==> src/vio_pkg.sv <==
package vio_pkg;

  // ----------------------------------------
  // Sizes
  // ----------------------------------------
  localparam int NUM_VIN = 5;
  localparam int NUM_VOUT = 5;
  localparam int NUM_AIN = 2;
  localparam int FUNC_W = 6;
  localparam int DELAY_W = 15;
  localparam int AIN_W = 10;
  localparam int EVT_W = 7;

  // ----------------------------------------
  // Function codes and ranges
  // ----------------------------------------
  localparam logic [5:0] VIN_FUNC_MAX = 6'h31;
  localparam logic [5:0] AIN_FUNC_MAX = 6'h31;
  localparam logic [5:0] VOUT_FUNC_MAX = 6'h26;
  localparam logic [5:0] VOUT_FUNC_MIRROR = 6'h00;
  localparam logic [5:0] FUNC_FWD = 6'h01;
  localparam logic [5:0] FUNC_USER_FAULT = 6'h2c;

  // ----------------------------------------
  // Analog thresholds, 10 mV per count
  // ----------------------------------------
  localparam logic [9:0] AIN_HIGH_LEVEL = 10'h2bc;
  localparam logic [9:0] AIN_LOW_LEVEL = 10'h12c;

  // ----------------------------------------
  // Timing
  // ----------------------------------------
  localparam int CLK_PERIOD_NS = 40;
  localparam int TICK_TIME_MS = 100;
  localparam int TICK_CYCLES = TICK_TIME_MS * 1000000 / CLK_PERIOD_NS;
  localparam logic [14:0] DELAY_MAX = 15'h7530;

  // ----------------------------------------
  // Register offsets
  // ----------------------------------------
  localparam logic [7:0] OFF_VIN_FUNC = 8'h00;
  localparam logic [7:0] OFF_VIN_SRC = 8'h04;
  localparam logic [7:0] OFF_VIN_STATE = 8'h08;
  localparam logic [7:0] OFF_AIN_FUNC = 8'h0c;
  localparam logic [7:0] OFF_AIN_LEVEL = 8'h10;
  localparam logic [7:0] OFF_VOUT_FUNC = 8'h14;
  localparam logic [7:0] OFF_VOUT_POL = 8'h18;
  localparam logic [7:0] OFF_STATUS = 8'h1c;
  localparam logic [7:0] OFF_IRQ_STATUS = 8'h20;
  localparam logic [7:0] OFF_IRQ_CLEAR = 8'h24;
  localparam logic [7:0] OFF_IRQ_ENABLE = 8'h28;
  localparam logic [7:0] OFF_VOUT_DLY0 = 8'h30;

  // ----------------------------------------
  // Status field positions and reset values
  // ----------------------------------------
  localparam int STS_VIN_LSB = 0;
  localparam int STS_VOUT_LSB = 8;
  localparam int STS_AIN_LSB = 16;
  localparam int STS_INIT_BIT = 24;
  localparam int EVT_AIN_LSB = 5;
  localparam logic [4:0] RST_BITS5 = 5'h00;
  localparam logic [5:0] RST_FUNC = 6'h00;
  localparam logic [14:0] RST_DELAY = 15'h0000;

endpackage

==> src/vio_out_delay.sv <==
`timescale 1ns/1ps

module vio_out_delay
  import vio_pkg::*;
(
  input wire logic pclk, // System clock
  input wire logic presetn, // Async reset, active low
  input wire logic tick, // 0.1 s enable pulse
  input wire logic raw, // Undelayed output state
  input wire logic [DELAY_W-1:0] delay, // Delay in 0.1 s steps
  input wire logic invert, // Negative logic select
  output logic level // Delayed, polarised state
);

  logic held;
  logic [DELAY_W-1:0] count;
  wire differs = raw != held;
  wire expired = count >= delay;

  // ----------------------------------------
  // Delay both edges, restart on glitch
  // ----------------------------------------
  always_ff @(posedge pclk or negedge presetn) begin
    if (!presetn) begin
      held <= 1'b0;
      count <= RST_DELAY;
    end else if (!differs) begin
      count <= RST_DELAY;
    end else if (expired) begin
      held <= raw;
      count <= RST_DELAY;
    end else if (tick) begin
      count <= count + 15'h0001;
    end
  end

  // Polarity after the delay stage
  assign level = held ^ invert;

endmodule

==> src/vio_terminal.sv <==
// Function
// - Five virtual inputs each select a function code 0 to 49, default 0.
// - Per-input source bit: 0 uses paired virtual output, 1 software state.
// - Virtual input x ties only to virtual output x.
// - Active tied output makes input active, applying its function like user fault.
// - After init completes, active forward-run input under terminal source starts running.
// - Each analog input selects a digital function code 0 to 49, default 0.
// - Analog reads high at or above 7 V, low at or below 3 V.
// - Between thresholds the analog digital state holds its last value.
// - Per analog level bit: 0 high active, 1 low active, third reserved.
// - Output function 0 mirrors physical input x onto virtual output x.
// - Output function 1 to 38 acts as physical output of that code.
// - Each virtual output delays 0.0 to 3000.0 s in 0.1 s steps.
// - Per-output polarity bit: 0 positive, 1 negative logic, default 0.
//
// Design decisions made here: register access over APB and the placing of the registers.
`timescale 1ns/1ps

module vio_terminal
  import vio_pkg::*;
#(
  parameter int TICK_DIV = TICK_CYCLES
) (
  input wire logic pclk, // APB clock
  input wire logic presetn, // Async reset, active low
  input wire logic psel, // APB select
  input wire logic penable, // APB enable
  input wire logic pwrite, // APB direction
  input wire logic [7:0] paddr, // APB byte address
  input wire logic [31:0] pwdata, // APB write data
  output logic [31:0] prdata, // APB read data
  output logic pready, // APB ready
  output logic pslverr, // APB error
  input wire logic [NUM_VIN-1:0] physical_input, // Board inputs, async
  input wire logic [AIN_W-1:0] analog_input_one, // Sampled code, 10 mV
  input wire logic [AIN_W-1:0] analog_input_two, // Sampled code, 10 mV
  input wire logic [VOUT_FUNC_MAX:0] do_func_state, // Output function states
  input wire logic init_done, // Power-on init finished
  input wire logic cmd_source_terminal, // Terminal command source
  output logic [NUM_VIN-1:0] virtual_input, // Virtual input active
  output logic [NUM_VIN*FUNC_W-1:0] virtual_input_func, // Codes per input
  output logic [NUM_AIN-1:0] analog_active, // Analog used as input
  output logic [NUM_AIN*FUNC_W-1:0] analog_func, // Codes per analog
  output logic [NUM_VOUT-1:0] virtual_output, // Virtual output state
  output logic forward_run_cmd, // Forward run request
  output logic user_fault_code, // User fault request
  output logic irq // Level interrupt
);

  if (TICK_DIV < 1) begin : g_bad_div
    $error("TICK_DIV must be at least one");
  end

  localparam int TW = (TICK_DIV > 1) ? $clog2(TICK_DIV) : 1;

  // ----------------------------------------
  // Configuration state
  // ----------------------------------------
  logic [FUNC_W-1:0] vin_func [NUM_VIN];
  logic [NUM_VIN-1:0] vin_src;
  logic [NUM_VIN-1:0] vin_state;
  logic [FUNC_W-1:0] ain_func [NUM_AIN];
  logic [NUM_AIN-1:0] ain_level;
  logic [FUNC_W-1:0] vout_func [NUM_VOUT];
  logic [NUM_VOUT-1:0] vout_pol;
  logic [DELAY_W-1:0] vout_dly [NUM_VOUT];
  logic [EVT_W-1:0] irq_status;
  logic [EVT_W-1:0] irq_enable;

  // ----------------------------------------
  // APB decode
  // ----------------------------------------
  wire setup = psel && !penable;
  wire wr_acc = psel && penable && pwrite;
  wire hit_vin_func = paddr == OFF_VIN_FUNC;
  wire hit_vin_src = paddr == OFF_VIN_SRC;
  wire hit_vin_state = paddr == OFF_VIN_STATE;
  wire hit_ain_func = paddr == OFF_AIN_FUNC;
  wire hit_ain_level = paddr == OFF_AIN_LEVEL;
  wire hit_vout_func = paddr == OFF_VOUT_FUNC;
  wire hit_vout_pol = paddr == OFF_VOUT_POL;
  wire hit_status = paddr == OFF_STATUS;
  wire hit_irq_status = paddr == OFF_IRQ_STATUS;
  wire hit_irq_clear = paddr == OFF_IRQ_CLEAR;
  wire hit_irq_enable = paddr == OFF_IRQ_ENABLE;
  wire [7:0] dly_rel = paddr - OFF_VOUT_DLY0;
  wire hit_dly = paddr >= OFF_VOUT_DLY0 && dly_rel[1:0] == 2'b00
                 && dly_rel[7:2] < 6'(NUM_VOUT);
  wire [2:0] dly_idx = dly_rel[4:2];
  wire addr_hit = hit_vin_func || hit_vin_src || hit_vin_state
                  || hit_ain_func || hit_ain_level || hit_vout_func
                  || hit_vout_pol || hit_status || hit_irq_status
                  || hit_irq_clear || hit_irq_enable || hit_dly;

  // Out-of-range codes refuse the whole write
  logic [NUM_VIN-1:0] vin_bad;
  logic [NUM_AIN-1:0] ain_bad;
  logic [NUM_VOUT-1:0] vout_bad;
  genvar g;
  generate
    for (g = 0; g < NUM_VIN; g++) begin : g_vin_chk
      assign vin_bad[g] = pwdata[g*FUNC_W +: FUNC_W] > VIN_FUNC_MAX;
      assign vout_bad[g] = pwdata[g*FUNC_W +: FUNC_W] > VOUT_FUNC_MAX;
    end
    for (g = 0; g < NUM_AIN; g++) begin : g_ain_chk
      assign ain_bad[g] = pwdata[g*FUNC_W +: FUNC_W] > AIN_FUNC_MAX;
    end
  endgenerate

  wire dly_bad = pwdata[DELAY_W-1:0] > DELAY_MAX || |pwdata[31:DELAY_W];
  wire wr_bad = (hit_vin_func && |vin_bad) || (hit_ain_func && |ain_bad)
                || (hit_vout_func && |vout_bad) || (hit_dly && dly_bad)
                || hit_status || hit_irq_status;
  wire wr_ok = wr_acc && addr_hit && !wr_bad;

  assign pready = 1'b1;
  assign pslverr = psel && penable && (!addr_hit || (pwrite && wr_bad));

  // ----------------------------------------
  // Configuration writes
  // ----------------------------------------
  always_ff @(posedge pclk or negedge presetn) begin
    if (!presetn) begin
      vin_src <= RST_BITS5;
      vin_state <= RST_BITS5;
      ain_level <= 2'b00;
      vout_pol <= RST_BITS5;
      irq_enable <= 7'h00;
    end else if (wr_ok) begin
      if (hit_vin_src) begin
        vin_src <= pwdata[NUM_VIN-1:0];
      end
      if (hit_vin_state) begin
        vin_state <= pwdata[NUM_VIN-1:0];
      end
      if (hit_ain_level) begin
        ain_level <= pwdata[NUM_AIN-1:0];
      end
      if (hit_vout_pol) begin
        vout_pol <= pwdata[NUM_VOUT-1:0];
      end
      if (hit_irq_enable) begin
        irq_enable <= pwdata[EVT_W-1:0];
      end
    end
  end

  generate
    for (g = 0; g < NUM_VIN; g++) begin : g_cfg5
      always_ff @(posedge pclk or negedge presetn) begin
        if (!presetn) begin
          vin_func[g] <= RST_FUNC;
          vout_func[g] <= RST_FUNC;
          vout_dly[g] <= RST_DELAY;
        end else if (wr_ok) begin
          if (hit_vin_func) begin
            vin_func[g] <= pwdata[g*FUNC_W +: FUNC_W];
          end
          if (hit_vout_func) begin
            vout_func[g] <= pwdata[g*FUNC_W +: FUNC_W];
          end
          if (hit_dly && dly_idx == 3'(g)) begin
            vout_dly[g] <= pwdata[DELAY_W-1:0];
          end
        end
      end
      assign virtual_input_func[g*FUNC_W +: FUNC_W] = vin_func[g];
    end
    for (g = 0; g < NUM_AIN; g++) begin : g_cfg2
      always_ff @(posedge pclk or negedge presetn) begin
        if (!presetn) begin
          ain_func[g] <= RST_FUNC;
        end else if (wr_ok && hit_ain_func) begin
          ain_func[g] <= pwdata[g*FUNC_W +: FUNC_W];
        end
      end
      assign analog_func[g*FUNC_W +: FUNC_W] = ain_func[g];
    end
  endgenerate

  // ----------------------------------------
  // Input synchroniser and 0.1 s tick
  // ----------------------------------------
  logic [NUM_VIN-1:0] phys_meta;
  logic [NUM_VIN-1:0] phys_sync;
  logic [TW-1:0] tick_cnt;
  logic tick;

  always_ff @(posedge pclk or negedge presetn) begin
    if (!presetn) begin
      phys_meta <= RST_BITS5;
      phys_sync <= RST_BITS5;
    end else begin
      phys_meta <= physical_input;
      phys_sync <= phys_meta;
    end
  end

  wire tick_wrap = tick_cnt == TW'(TICK_DIV - 1);

  always_ff @(posedge pclk or negedge presetn) begin
    if (!presetn) begin
      tick_cnt <= '0;
      tick <= 1'b0;
    end else begin
      tick_cnt <= tick_wrap ? '0 : tick_cnt + 1'b1;
      tick <= tick_wrap;
    end
  end

  // ----------------------------------------
  // Virtual outputs
  // ----------------------------------------
  logic [NUM_VOUT-1:0] vout_raw;

  generate
    for (g = 0; g < NUM_VOUT; g++) begin : g_vout
      wire mirror = vout_func[g] == VOUT_FUNC_MIRROR;
      assign vout_raw[g] = mirror ? phys_sync[g]
                                  : do_func_state[vout_func[g]];
      vio_out_delay u_dly (
        .pclk(pclk),
        .presetn(presetn),
        .tick(tick),
        .raw(vout_raw[g]),
        .delay(vout_dly[g]),
        .invert(vout_pol[g]),
        .level(virtual_output[g])
      );
    end
  endgenerate

  // ----------------------------------------
  // Virtual inputs
  // ----------------------------------------
  // Held inactive until init completes, so no function fires early
  wire [NUM_VIN-1:0] vin_pick = (vin_src & vin_state)
                                | (~vin_src & virtual_output);
  wire [NUM_VIN-1:0] next_vin = init_done ? vin_pick : RST_BITS5;

  always_ff @(posedge pclk or negedge presetn) begin
    if (!presetn) begin
      virtual_input <= RST_BITS5;
    end else begin
      virtual_input <= next_vin;
    end
  end

  // ----------------------------------------
  // Analog inputs used as digital
  // ----------------------------------------
  logic [NUM_AIN-1:0] ain_state;
  wire [AIN_W-1:0] ain_code [NUM_AIN];
  assign ain_code[0] = analog_input_one;
  assign ain_code[1] = analog_input_two;

  generate
    for (g = 0; g < NUM_AIN; g++) begin : g_ain
      wire above = ain_code[g] >= AIN_HIGH_LEVEL;
      wire below = ain_code[g] <= AIN_LOW_LEVEL;
      always_ff @(posedge pclk or negedge presetn) begin
        if (!presetn) begin
          ain_state[g] <= 1'b0;
        end else if (above) begin
          ain_state[g] <= 1'b1;
        end else if (below) begin
          ain_state[g] <= 1'b0;
        end
      end // Otherwise held
    end
  endgenerate

  wire [NUM_AIN-1:0] next_ain = init_done ? (ain_state ^ ain_level) : 2'b00;

  always_ff @(posedge pclk or negedge presetn) begin
    if (!presetn) begin
      analog_active <= 2'b00;
    end else begin
      analog_active <= next_ain;
    end
  end

  // ----------------------------------------
  // Function requests
  // ----------------------------------------
  logic [NUM_VIN-1:0] vin_fwd;
  logic [NUM_VIN-1:0] vin_fault;
  logic [NUM_AIN-1:0] ain_fwd;
  logic [NUM_AIN-1:0] ain_fault;

  generate
    for (g = 0; g < NUM_VIN; g++) begin : g_vin_fn
      assign vin_fwd[g] = virtual_input[g] && vin_func[g] == FUNC_FWD;
      assign vin_fault[g] = virtual_input[g] && vin_func[g] == FUNC_USER_FAULT;
    end
    for (g = 0; g < NUM_AIN; g++) begin : g_ain_fn
      assign ain_fwd[g] = analog_active[g] && ain_func[g] == FUNC_FWD;
      assign ain_fault[g] = analog_active[g] && ain_func[g] == FUNC_USER_FAULT;
    end
  endgenerate

  wire next_fwd = cmd_source_terminal && (|vin_fwd || |ain_fwd);
  wire next_fault = |vin_fault || |ain_fault;

  always_ff @(posedge pclk or negedge presetn) begin
    if (!presetn) begin
      forward_run_cmd <= 1'b0;
      user_fault_code <= 1'b0;
    end else begin
      forward_run_cmd <= next_fwd;
      user_fault_code <= next_fault;
    end
  end

  // ----------------------------------------
  // Interrupt events
  // ----------------------------------------
  logic [NUM_VIN-1:0] vin_prev;
  logic [NUM_AIN-1:0] ain_prev;
  wire [NUM_VIN-1:0] vin_rise = virtual_input & ~vin_prev;
  wire [NUM_AIN-1:0] ain_chg = analog_active ^ ain_prev;
  wire [EVT_W-1:0] events = {ain_chg, vin_rise};
  wire [EVT_W-1:0] clr = (wr_acc && hit_irq_clear) ? pwdata[EVT_W-1:0] : 7'h00;

  // Set wins over a clear in the same cycle
  always_ff @(posedge pclk or negedge presetn) begin
    if (!presetn) begin
      vin_prev <= RST_BITS5;
      ain_prev <= 2'b00;
      irq_status <= 7'h00;
    end else begin
      vin_prev <= virtual_input;
      ain_prev <= analog_active;
      irq_status <= (irq_status & ~clr) | events;
    end
  end

  assign irq = |(irq_status & irq_enable);

  // ----------------------------------------
  // Read data, captured in the setup phase
  // ----------------------------------------
  logic [31:0] status_word;
  logic [31:0] vin_func_word;
  logic [31:0] ain_func_word;
  logic [31:0] vout_func_word;
  logic [31:0] rd_mux;

  always_comb begin
    status_word = 32'h0000_0000;
    status_word[STS_VIN_LSB +: NUM_VIN] = virtual_input;
    status_word[STS_VOUT_LSB +: NUM_VOUT] = virtual_output;
    status_word[STS_AIN_LSB +: NUM_AIN] = analog_active;
    status_word[STS_INIT_BIT] = init_done;
  end

  assign vin_func_word = {2'b00, virtual_input_func};
  assign ain_func_word = {20'h00000, analog_func};
  assign vout_func_word = {2'b00, vout_func[4], vout_func[3], vout_func[2],
                           vout_func[1], vout_func[0]};

  always_comb begin
    rd_mux = 32'h0000_0000;
    if (hit_vin_func) begin
      rd_mux = vin_func_word;
    end else if (hit_vin_src) begin
      rd_mux[NUM_VIN-1:0] = vin_src;
    end else if (hit_vin_state) begin
      rd_mux[NUM_VIN-1:0] = vin_state;
    end else if (hit_ain_func) begin
      rd_mux = ain_func_word;
    end else if (hit_ain_level) begin
      rd_mux[NUM_AIN-1:0] = ain_level;
    end else if (hit_vout_func) begin
      rd_mux = vout_func_word;
    end else if (hit_vout_pol) begin
      rd_mux[NUM_VOUT-1:0] = vout_pol;
    end else if (hit_status) begin
      rd_mux = status_word;
    end else if (hit_irq_status) begin
      rd_mux[EVT_W-1:0] = irq_status;
    end else if (hit_irq_enable) begin
      rd_mux[EVT_W-1:0] = irq_enable;
    end else if (hit_dly) begin
      rd_mux[DELAY_W-1:0] = vout_dly[dly_idx];
    end
  end

  always_ff @(posedge pclk or negedge presetn) begin
    if (!presetn) begin
      prdata <= 32'h0000_0000;
    end else if (setup) begin
      prdata <= rd_mux;
    end
  end

endmodule

==> config.mk <==
export PLATFORM = sky130hd
export DESIGN_NAME = vio_terminal
export DESIGN_NICKNAME = d
export VERILOG_FILES = /design/src/vio_pkg.sv /design/src/vio_out_delay.sv /design/src/vio_terminal.sv
export SDC_FILE = /design/constraint.sdc
export NUM_CORES = 1
export LEC_CHECK = 0
export CAP_MARGIN = 20
export CORE_AREA = 5 5 181 183
export CTS_CLUSTER_SIZE = 40
export DETAILED_ROUTE_END_ITERATION = 16
export DIE_AREA = 0 0 186 188
export DONT_BUFFER_PORTS = 1
export GPL_TIMING_DRIVEN = 0
export PLACE_DENSITY = 0.81
export SYNTH_ARGS = -nofsm -noshare
export SYNTH_HDL_FRONTEND = slang
export SYNTH_SLANG_ARGS = --single-unit
==> constraint.sdc <==
create_clock -name pclk -period 4.2 [get_ports pclk]
set_clock_uncertainty 0.15 [all_clocks]
set_input_delay 0.84 -clock pclk [delete_from_list [all_inputs] [get_ports pclk]]
set_output_delay 0.84 -clock pclk [all_outputs]
set_load 0.03 [all_outputs]
==> results of run 1 <==
report_power, final:
group          internal, W  leakage (nW)  total (W)  switching, W
Sequential         0.00331          4.59    0.00342      0.000109
Combinational     0.000123          4.31   0.000335      0.000212
Clock              0.00193         0.612    0.00327       0.00134
Total              0.00536          9.51    0.00702       0.00167
flip-flops by register name, summed over array words and instances, names as in the netlist, 5 cells and up:
register	count
analog_func	12
g_vout.u_dly.count	75
g_vout.u_dly.held	5
irq_enable	7
irq_status	7
phys_meta	5
phys_sync	5
prdata	30
tick_cnt	22
vin_prev	5
vin_src	5
vin_state	5
virtual_input	5
virtual_input_func	30
vout_dly	75
vout_func	30
vout_pol	5
worst max path at each step:
stage	depth (start not counted)	endpoint	startpoint	slack [ns]
6_report	7	pslverr	paddr[1]	-0.004
5_1_grt	7	pslverr	paddr[1]	0.01
4_1_cts	7	pslverr	paddr[1]	0.06
3_5_place_dp	9	pslverr	paddr[4]	-0.99
3_3_place_gp	9	pslverr	paddr[4]	-0.97
2_1_floorplan	9	pslverr	paddr[4]	0.19
worst register-to-register path: cells and delay by family (launching register included):
| kind | cells | cell delay (ns) |
|---|---|---|
| AO/OA/AOI/OAI | 1 | 0.54 |
| buffers and inverters | 3 | 1.31 |
| flip-flops | 1 | 0.32 |
| multiplexers | 3 | 1.04 |
| AND/OR/NAND/NOR | 3 | 0.48 |
cell type report:
cell class,count,area [µm²]
fill,2308,9366
antenna,1,2.502
timing repair buffer,2,15.01
multi-input combinational,1375,10560
sequential,339,8483
buffer,109,508.0
clock inverter,9,55.05
tap,402,503.0
clock buffer,57,1174
inverter,106,401.6
cells by family (layout without fill, tap and decap cells):
kind of cell	count (synthesis)	count (layout)	share of synthesized area
xor gates and xnor gates	102	102	0.04491
and+or+nand+nor	612	612	0.1523
buffers and inverters	215	283	0.04535
DFF	339	339	0.4265
other	2	4	0.0003776
AOI/OAI and AO/OA	296	296	0.1003
muxes	277	277	0.1768
adders and majority gates	85	85	0.05347
stage by stage:
step                      setup WS [ns]  cells  cell area [µm²]  total power, W  setup TNS, ns
after global routing            0.01069   2399            21700        0.007206              0
after CTS                       0.06331   2399            21700        0.007042              0
final                         -0.004384   2400            21700        0.007025      -0.004384
after floorplan                  0.1860   1929            19890        0.003679              0
after global placement          -0.9716   2331            20400        0.003792         -67.13
after detailed placement        -0.9889   2331            20400        0.003796         -71.08
routing by layer:
metal	GRT usage	wire length (µm)
met5	0	0
met3	0.08147	6405
met4	0.1239	2414
met2	0.5597	29100
met1	0.5184	26420
placed cells by master (no fill, tap or decap), types with 7 or more instances in the layout:
cell type / instances
mux2_1: 20
ha_1: 85
mux4_2: 41
a21oi_1: 73
buf_4: 22
clkbuf_1: 67
mux2_2: 157
a22oi_1: 12
buf_2: 18
nand3_1: 76
and2_1: 12
xnor2_1: 42
nor4b_1: 11
nor4_1: 14
o211ai_1: 12
o21ai_0: 59
a211oi_1: 11
xor2_1: 60
o22ai_1: 17
nand2b_1: 11
a21o_1: 14
clkbuf_16: 39
nand4_1: 36
buf_1: 8
inv_1: 105
o31ai_1: 7
dfrtp_1: 339
and3_1: 29
nor3_1: 27
clkbuf_8: 13
mux2i_1: 57
nor2b_1: 18
nand2_1: 125
nor2_1: 208
a221oi_1: 24
what timing repair did:
action / CTS / global route
setup buffers: 2 / 0
resized for setup: 10 / 2
hold endpoints to repair: 339 / 339
pin swaps: 1 / 0
endpoints found under the setup margin: 22 / 10
==> out/summary.txt, run 1 <==
Initial Util -> 0.6402
Reg clk slew, reported paths -> 0.06 ns
root buffer cell -> clkbuf_16
largest cells by area after synthesis -> dfrtp_1, mux2_2, ha_1
Mapped Area -> 19890 µm²
drt pass-1 iters -> 8
most common flop cell mapped by yosys -> dfrtp_1
Inserted Clock Buffers -> 37
Synth Area per Inst -> 10.32 µm²
Arr. time, crit path -> 3.21 ns
Setup WS post-layout -> -0.004384 ns
Crit path largest cell delay -> 0.69 ns
fin util -> 0.6985
EDFF count, synth -> 0
count leader, synth -> dfrtp_1
Synth area leader -> dfrtp_1
first-pass GRT wire length -> 97.71 mm
worst hold margin -> -0.1310 ns
post-synthesis cell count -> 1928
All-Layer GR Usage -> 0.3654
min-delay worst type -> in2async
via-per-instance ratio -> 6.738
Die Height -> 188 µm
P_leak -> 9.514 nW
TritonCTS Sinks -> 339
RSZ-0062 raised after global routing -> false
Final #Nets -> 2166
min Tclk post-route -> 4.204 ns
Die W -> 186 µm
fin. max-slew vios -> 0
Iter 0 DRT Violations -> 1805
Setup CP Type -> in2out
sequential fraction of the synthesis area -> 0.4265
R2R depth -> 10
Routed WL per cell -> 26.81 µm
IR drop worst, VDD -> 0.3590 mV
Final setup viols -> 1
fraction of registers with async set/reset -> 1.000
Top Ports -> 202
Critical Path Sink Type -> primary output
CTS tree -> built
Post-synth top cells -> dfrtp_1, nor2_1, mux2_2
actual transition at the worst max-transition pin -> 1.118 ns
IO buf count -> 0
Core Box Area -> 31070 µm²
Site Rows -> 65
reg-to-reg critical path startpoint -> vout_func[25]$_DFFE_PN0P_
Total Wirelength -> 64.34 mm
Buf/Inv on CP -> 0
slowest CP cell -> nor4_2
remaining antenna violation count after routing -> 0
Worst path most repeated cell -> nand2_1
Setup crit start kind -> input port
die area -> 34970 µm²
Ys Warns -> 0
proportion of layout cells with a drive suffix above 1 -> 0.1642
top cell type's share of synthesized area -> 0.4265
H-tree depth -> 2
gpl congestion -> 1.020
worst-path fanout max -> 8
dpl hpwl -> 48.39 mm
pwr dens -> 323.7 nW/µm²
Top delay family on crit path -> simple AND/OR/NAND/NOR gates
max-cap violations -> 0
Reg2Reg Setup Slack -> 0.21 ns
vias in the first global route -> 15980
initial antenna violation count -> 1
Fmax -> 237.8 MHz
Rel. slew slack -> 0.2544
fin crit share -> 1.001
Synth cell types -> 83
final hold viol count -> 194
Via Count -> 16170
Syn-to-layout area delta -> 9.102%
R2R Path End -> g_vout[0].u_dly.count[9]$_DFFE_PN0P_
# DRC -> 0
outcome -> finished with violations
CTS Buffer Depth -> 3
total congestion overflow -> 0
worst-path cell chain -> nor4_2 -> nand2_1 -> a2bb2oi_1 -> a31oi_2 -> or3_4 -> nand2_1 -> a21oi_4
failing checks -> negative hold slack, negative setup slack
clk_lat worst skew -> 0.53 ns
Worst EP required -> 3.21 ns
Yosys reg bits -> 339
largest net degree at the start of global routing -> 340
Note: power is estimated with default switching activity, not from simulation.
==> run 2: changes to the inputs <==
Settings changed: CORE_AREA 5 5 181 183 to 5 5 182 184, DIE_AREA 0 0 186 188 to 0 0 187 189, GPL_ROUTABILITY_DRIVEN from default to 0, SYNTH_HIERARCHICAL from default to 1.
==> run 2 against run 1 <==
  * Largest power group unchanged
  * The flow still finishes with violations (negative hold slack, negative setup slack)
  * Critical path type unchanged
  * Critical path depth rose by 1
  * Core utilization increased by 0.45 points
  * Sequential share of layout area is 0.45 points lower
  * Wire length down 5.1%
  * Highest routed layer is now met5
  * Area after synthesis up 1.1%
  * Die area rose by 1.1%
==> out/summary.txt, run 2 <==
P_leak -> 9.389 nW (was 9.514 nW)
count leader, synth -> dfrtp_1 (unchanged)
Arr. time, crit path -> 3.22 ns (was 3.21 ns)
fraction of registers with async set/reset -> 1.000 (unchanged)
largest net degree at the start of global routing -> 340 (unchanged)
IO buf count -> 0 (unchanged)
reg-to-reg critical path startpoint -> vout_func[19]$_DFFE_PN0P_ (was vout_func[25]$_DFFE_PN0P_)
Critical Path Sink Type -> primary output (unchanged)
proportion of layout cells with a drive suffix above 1 -> 0.1615 (was 0.1642)
via-per-instance ratio -> 7.098 (was 6.738)
Syn-to-layout area delta -> 9.143% (was 9.102%)
min-delay worst type -> in2async (unchanged)
Routed WL per cell -> 26.50 µm (was 26.81 µm)
Setup WS post-layout -> -0.01492 ns (was -0.004384 ns)
remaining antenna violation count after routing -> 0 (unchanged)
Fillers -> 2161 (was 2308)
dpl hpwl -> 44.13 mm (was 48.39 mm)
placed cell area -> 20630 µm² (was 20400 µm²)
post-synthesis mux area share -> 0.1927 (was 0.1768)
Die Height -> 189 µm (was 188 µm)
biggest regs -> g_vout.u_dly/count (75), vout_dly (75) (was g_vout.u_dly.count (75), vout_dly (75))
Reg clk slew, reported paths -> 0.06 ns (about the same)
Total Wirelength -> 61.04 mm (was 64.34 mm)
Setup crit start kind -> input port (unchanged)
fin. max-slew vios -> 0 (unchanged)
vias in the first global route -> 16280 (was 15980)
TritonCTS Sinks -> 339 (unchanged)
leading cell type in the layout, fill and taps excluded -> dfrtp_1 (unchanged)
min Tclk post-route -> 4.215 ns (was 4.204 ns)
largest cells by area after synthesis -> dfrtp_1, mux4_2, ha_1 (was dfrtp_1, mux2_2, ha_1)
Setup CP Type -> in2out (unchanged)
All-Layer GR Usage -> 0.3366 (was 0.3654)
worst-path fanout max -> 10 (was 8)
most frequent cells in the layout -> dfrtp_1, nor2_1, nand2_1, inv_1, ha_1 (was dfrtp_1, nor2_1, mux2_2, nand2_1, inv_1)
actual transition at the worst max-transition pin -> 1.222 ns (was 1.118 ns)
Initial Util -> 0.6441 (was 0.6402)
Final #Nets -> 2069 (was 2166)
Rel. slew slack -> 0.1828 (was 0.2544)
Synth Area in Compound Gates -> 0.09056 (was 0.1003)
Mapped Area -> 20120 µm² (was 19890 µm²)
Iter 0 DRT Violations -> 2152 (was 1805)
EDFF count, synth -> 0 (unchanged)
Final setup viols -> 1 (unchanged)
outcome -> finished with violations (unchanged)
IR drop worst, VDD -> 0.2659 mV (was 0.3590 mV)
Via Count -> 16350 (was 16170)
Yosys reg bits -> 339 (unchanged)
top cell type's share of synthesized area -> 0.4217 (was 0.4265)
first-pass GRT wire length -> 94.61 mm (was 97.71 mm)
final hold viol count -> 339 (was 194)
Die W -> 187 µm (was 186 µm)
Post-synth top cells -> dfrtp_1, nor2_1, nand2_1 (was dfrtp_1, nor2_1, mux2_2)
post-synthesis cell count -> 1832 (was 1928)
sequential fraction of the synthesis area -> 0.4217 (was 0.4265)
H-tree depth -> 2 (unchanged)
final instance area -> 21950 µm² (was 21700 µm²)
# diodes -> 0 (was 1)
die area -> 35340 µm² (was 34970 µm²)
Ys Warns -> 6 (was 0)
max-cap violations -> 0 (unchanged)
pwr dens -> 340.7 nW/µm² (was 323.7 nW/µm²)
# DRC -> 0 (unchanged)
Inserted Clock Buffers -> 37 (unchanged)
Top Ports -> 202 (unchanged)
Fmax -> 237.3 MHz (was 237.8 MHz)
R2R depth -> 10 (unchanged)
clk_lat worst skew -> 0.53 ns (about the same)
total congestion overflow -> 0 (unchanged)
Synth area leader -> dfrtp_1 (unchanged)
R2R Path End -> g_vout[1].u_dly/count[10]$_DFFE_PN0P_ (was g_vout[0].u_dly.count[9]$_DFFE_PN0P_)
main combinational cell family by area after synthesis -> multiplexers (unchanged)
simple-gate area share of the yosys netlist -> 0.1520 (was 0.1523)
initial antenna violation count -> 1 (unchanged)
Synth Area per Inst -> 10.98 µm² (was 10.32 µm²)
fin crit share -> 1.004 (was 1.001)
CTS Buffer Depth -> 3 (unchanged)
drt pass-1 iters -> 8 (unchanged)
Synth cell types -> 82 (was 83)
Synth Area in XOR/XNOR -> 0.04528 (was 0.04491)
post-synthesis adder-cell area fraction -> 0.05287 (was 0.05347)
CTS tree -> built (unchanged)
failing checks -> negative hold slack, negative setup slack (unchanged)
Worst EP required -> 3.21 ns (about the same)
Reg2Reg Setup Slack -> 0.14 ns (was 0.21 ns)
Site Rows -> 65 (unchanged)
most common flop cell mapped by yosys -> dfrtp_1 (unchanged)
RSZ-0062 raised after global routing -> false (unchanged)
root buffer cell -> clkbuf_16 (unchanged)
worst hold margin -> -0.1443 ns (was -0.1310 ns)
Pwr Total -> 0.007480 W (was 0.007025 W)
Core Box Area -> 31230 µm² (was 31070 µm²)
-- run 2: logic make-up after synthesis --
family | count (synthesis)
AOI/OAI and AO/OA | 270
xor gates and xnor gates | 104
adders and majority gates | 85
buffers and inverters | 192
DFF | 339
muxes | 276
other | 2
and+or+nand+nor | 564
-- run 2: power breakdown --
group | internal [W] | switching, W | leakage [nW]
combinational | 0.000198 | 0.000314 | 4.15
clock | 0.00211 | 0.00135 | 0.652
sequential | 0.00334 | 0.000171 | 4.58
-- run 2: how the worst max path moves through the flow --
stage                              startpoint                                    end  slack, ns  cells after the start
floorplan                            paddr[2]                                pslverr       0.33                      8
global placement                    pwdata[7]                                pslverr      -0.09                      8
detailed placement                  pwdata[7]                                pslverr      -0.12                      8
CTS                 vout_func[24]$_DFFE_PN0P_  g_vout[0].u_dly/count[12]$_DFFE_PN0P_       0.04                     10
global route                        pwdata[8]                                pslverr      0.007                      8
finish                              pwdata[8]                                pslverr      -0.01                      8
-- run 2: area by class of cell --
cell class | instances | area [µm²] | share of cell area
flip-flops and latches | 339 | 8483 | 0.3864
repair buffers | 1 | 7.507 | 0.0003419
well taps | 402 | 503.0 | 0.02291
clock buffers | 55 | 1166 | 0.05311
inverters | 91 | 341.6 | 0.01556
plain buffers | 101 | 558.0 | 0.02542
multi-input cells | 1302 | 10750 | 0.4897
clock inverters | 12 | 145.1 | 0.006611
-- run 2: worst max-delay path: stages --
cell and delay [ns]:
clkbuf_1 0.56, a31oi_1 0.18, nor3b_1 0.36, nor4_4 0.11, o21ai_4 0.30, buf_6 0.28
o31ai_1 0.14, a21oi_2 0.45
-- run 2: metal layers --
| layer | GRT usage | wire, µm | vias to the layer above |
|---|---|---|---|
| li1 | - | - | 6801 |
| met1 | 0.4482 | 22720 | 8051 |
| met2 | 0.5365 | 27480 | 1203 |
| met3 | 0.08204 | 7426 | 289 |
| met4 | 0.1362 | 3398 | 2 |
| met5 | 0 | 13 | - |
-- run 2: timing repair --
action,in CTS,in global routing
hold endpoints to repair,339,339
setup buffers,0,0
setup endpoints to repair,1,26
pin swaps,0,0
resized for setup,1,9
-- run 2: stage by stage --
step	hold slack, ns	cells	TNS [ns]	util	setup slack [ns]
after floorplan	0.1812	1833	0	-	0.3252
after global placement	0.1872	2235	-0.08743	0.6603	-0.08743
after detailed placement	0.1903	2236	-0.1188	0.6606	-0.1188
after CTS	-0.1475	2303	0	0.7027	0.03882
after global routing	-0.1568	2303	0	0.7030	0.006581
final	-0.1443	2303	-0.01492	0.7030	-0.01492
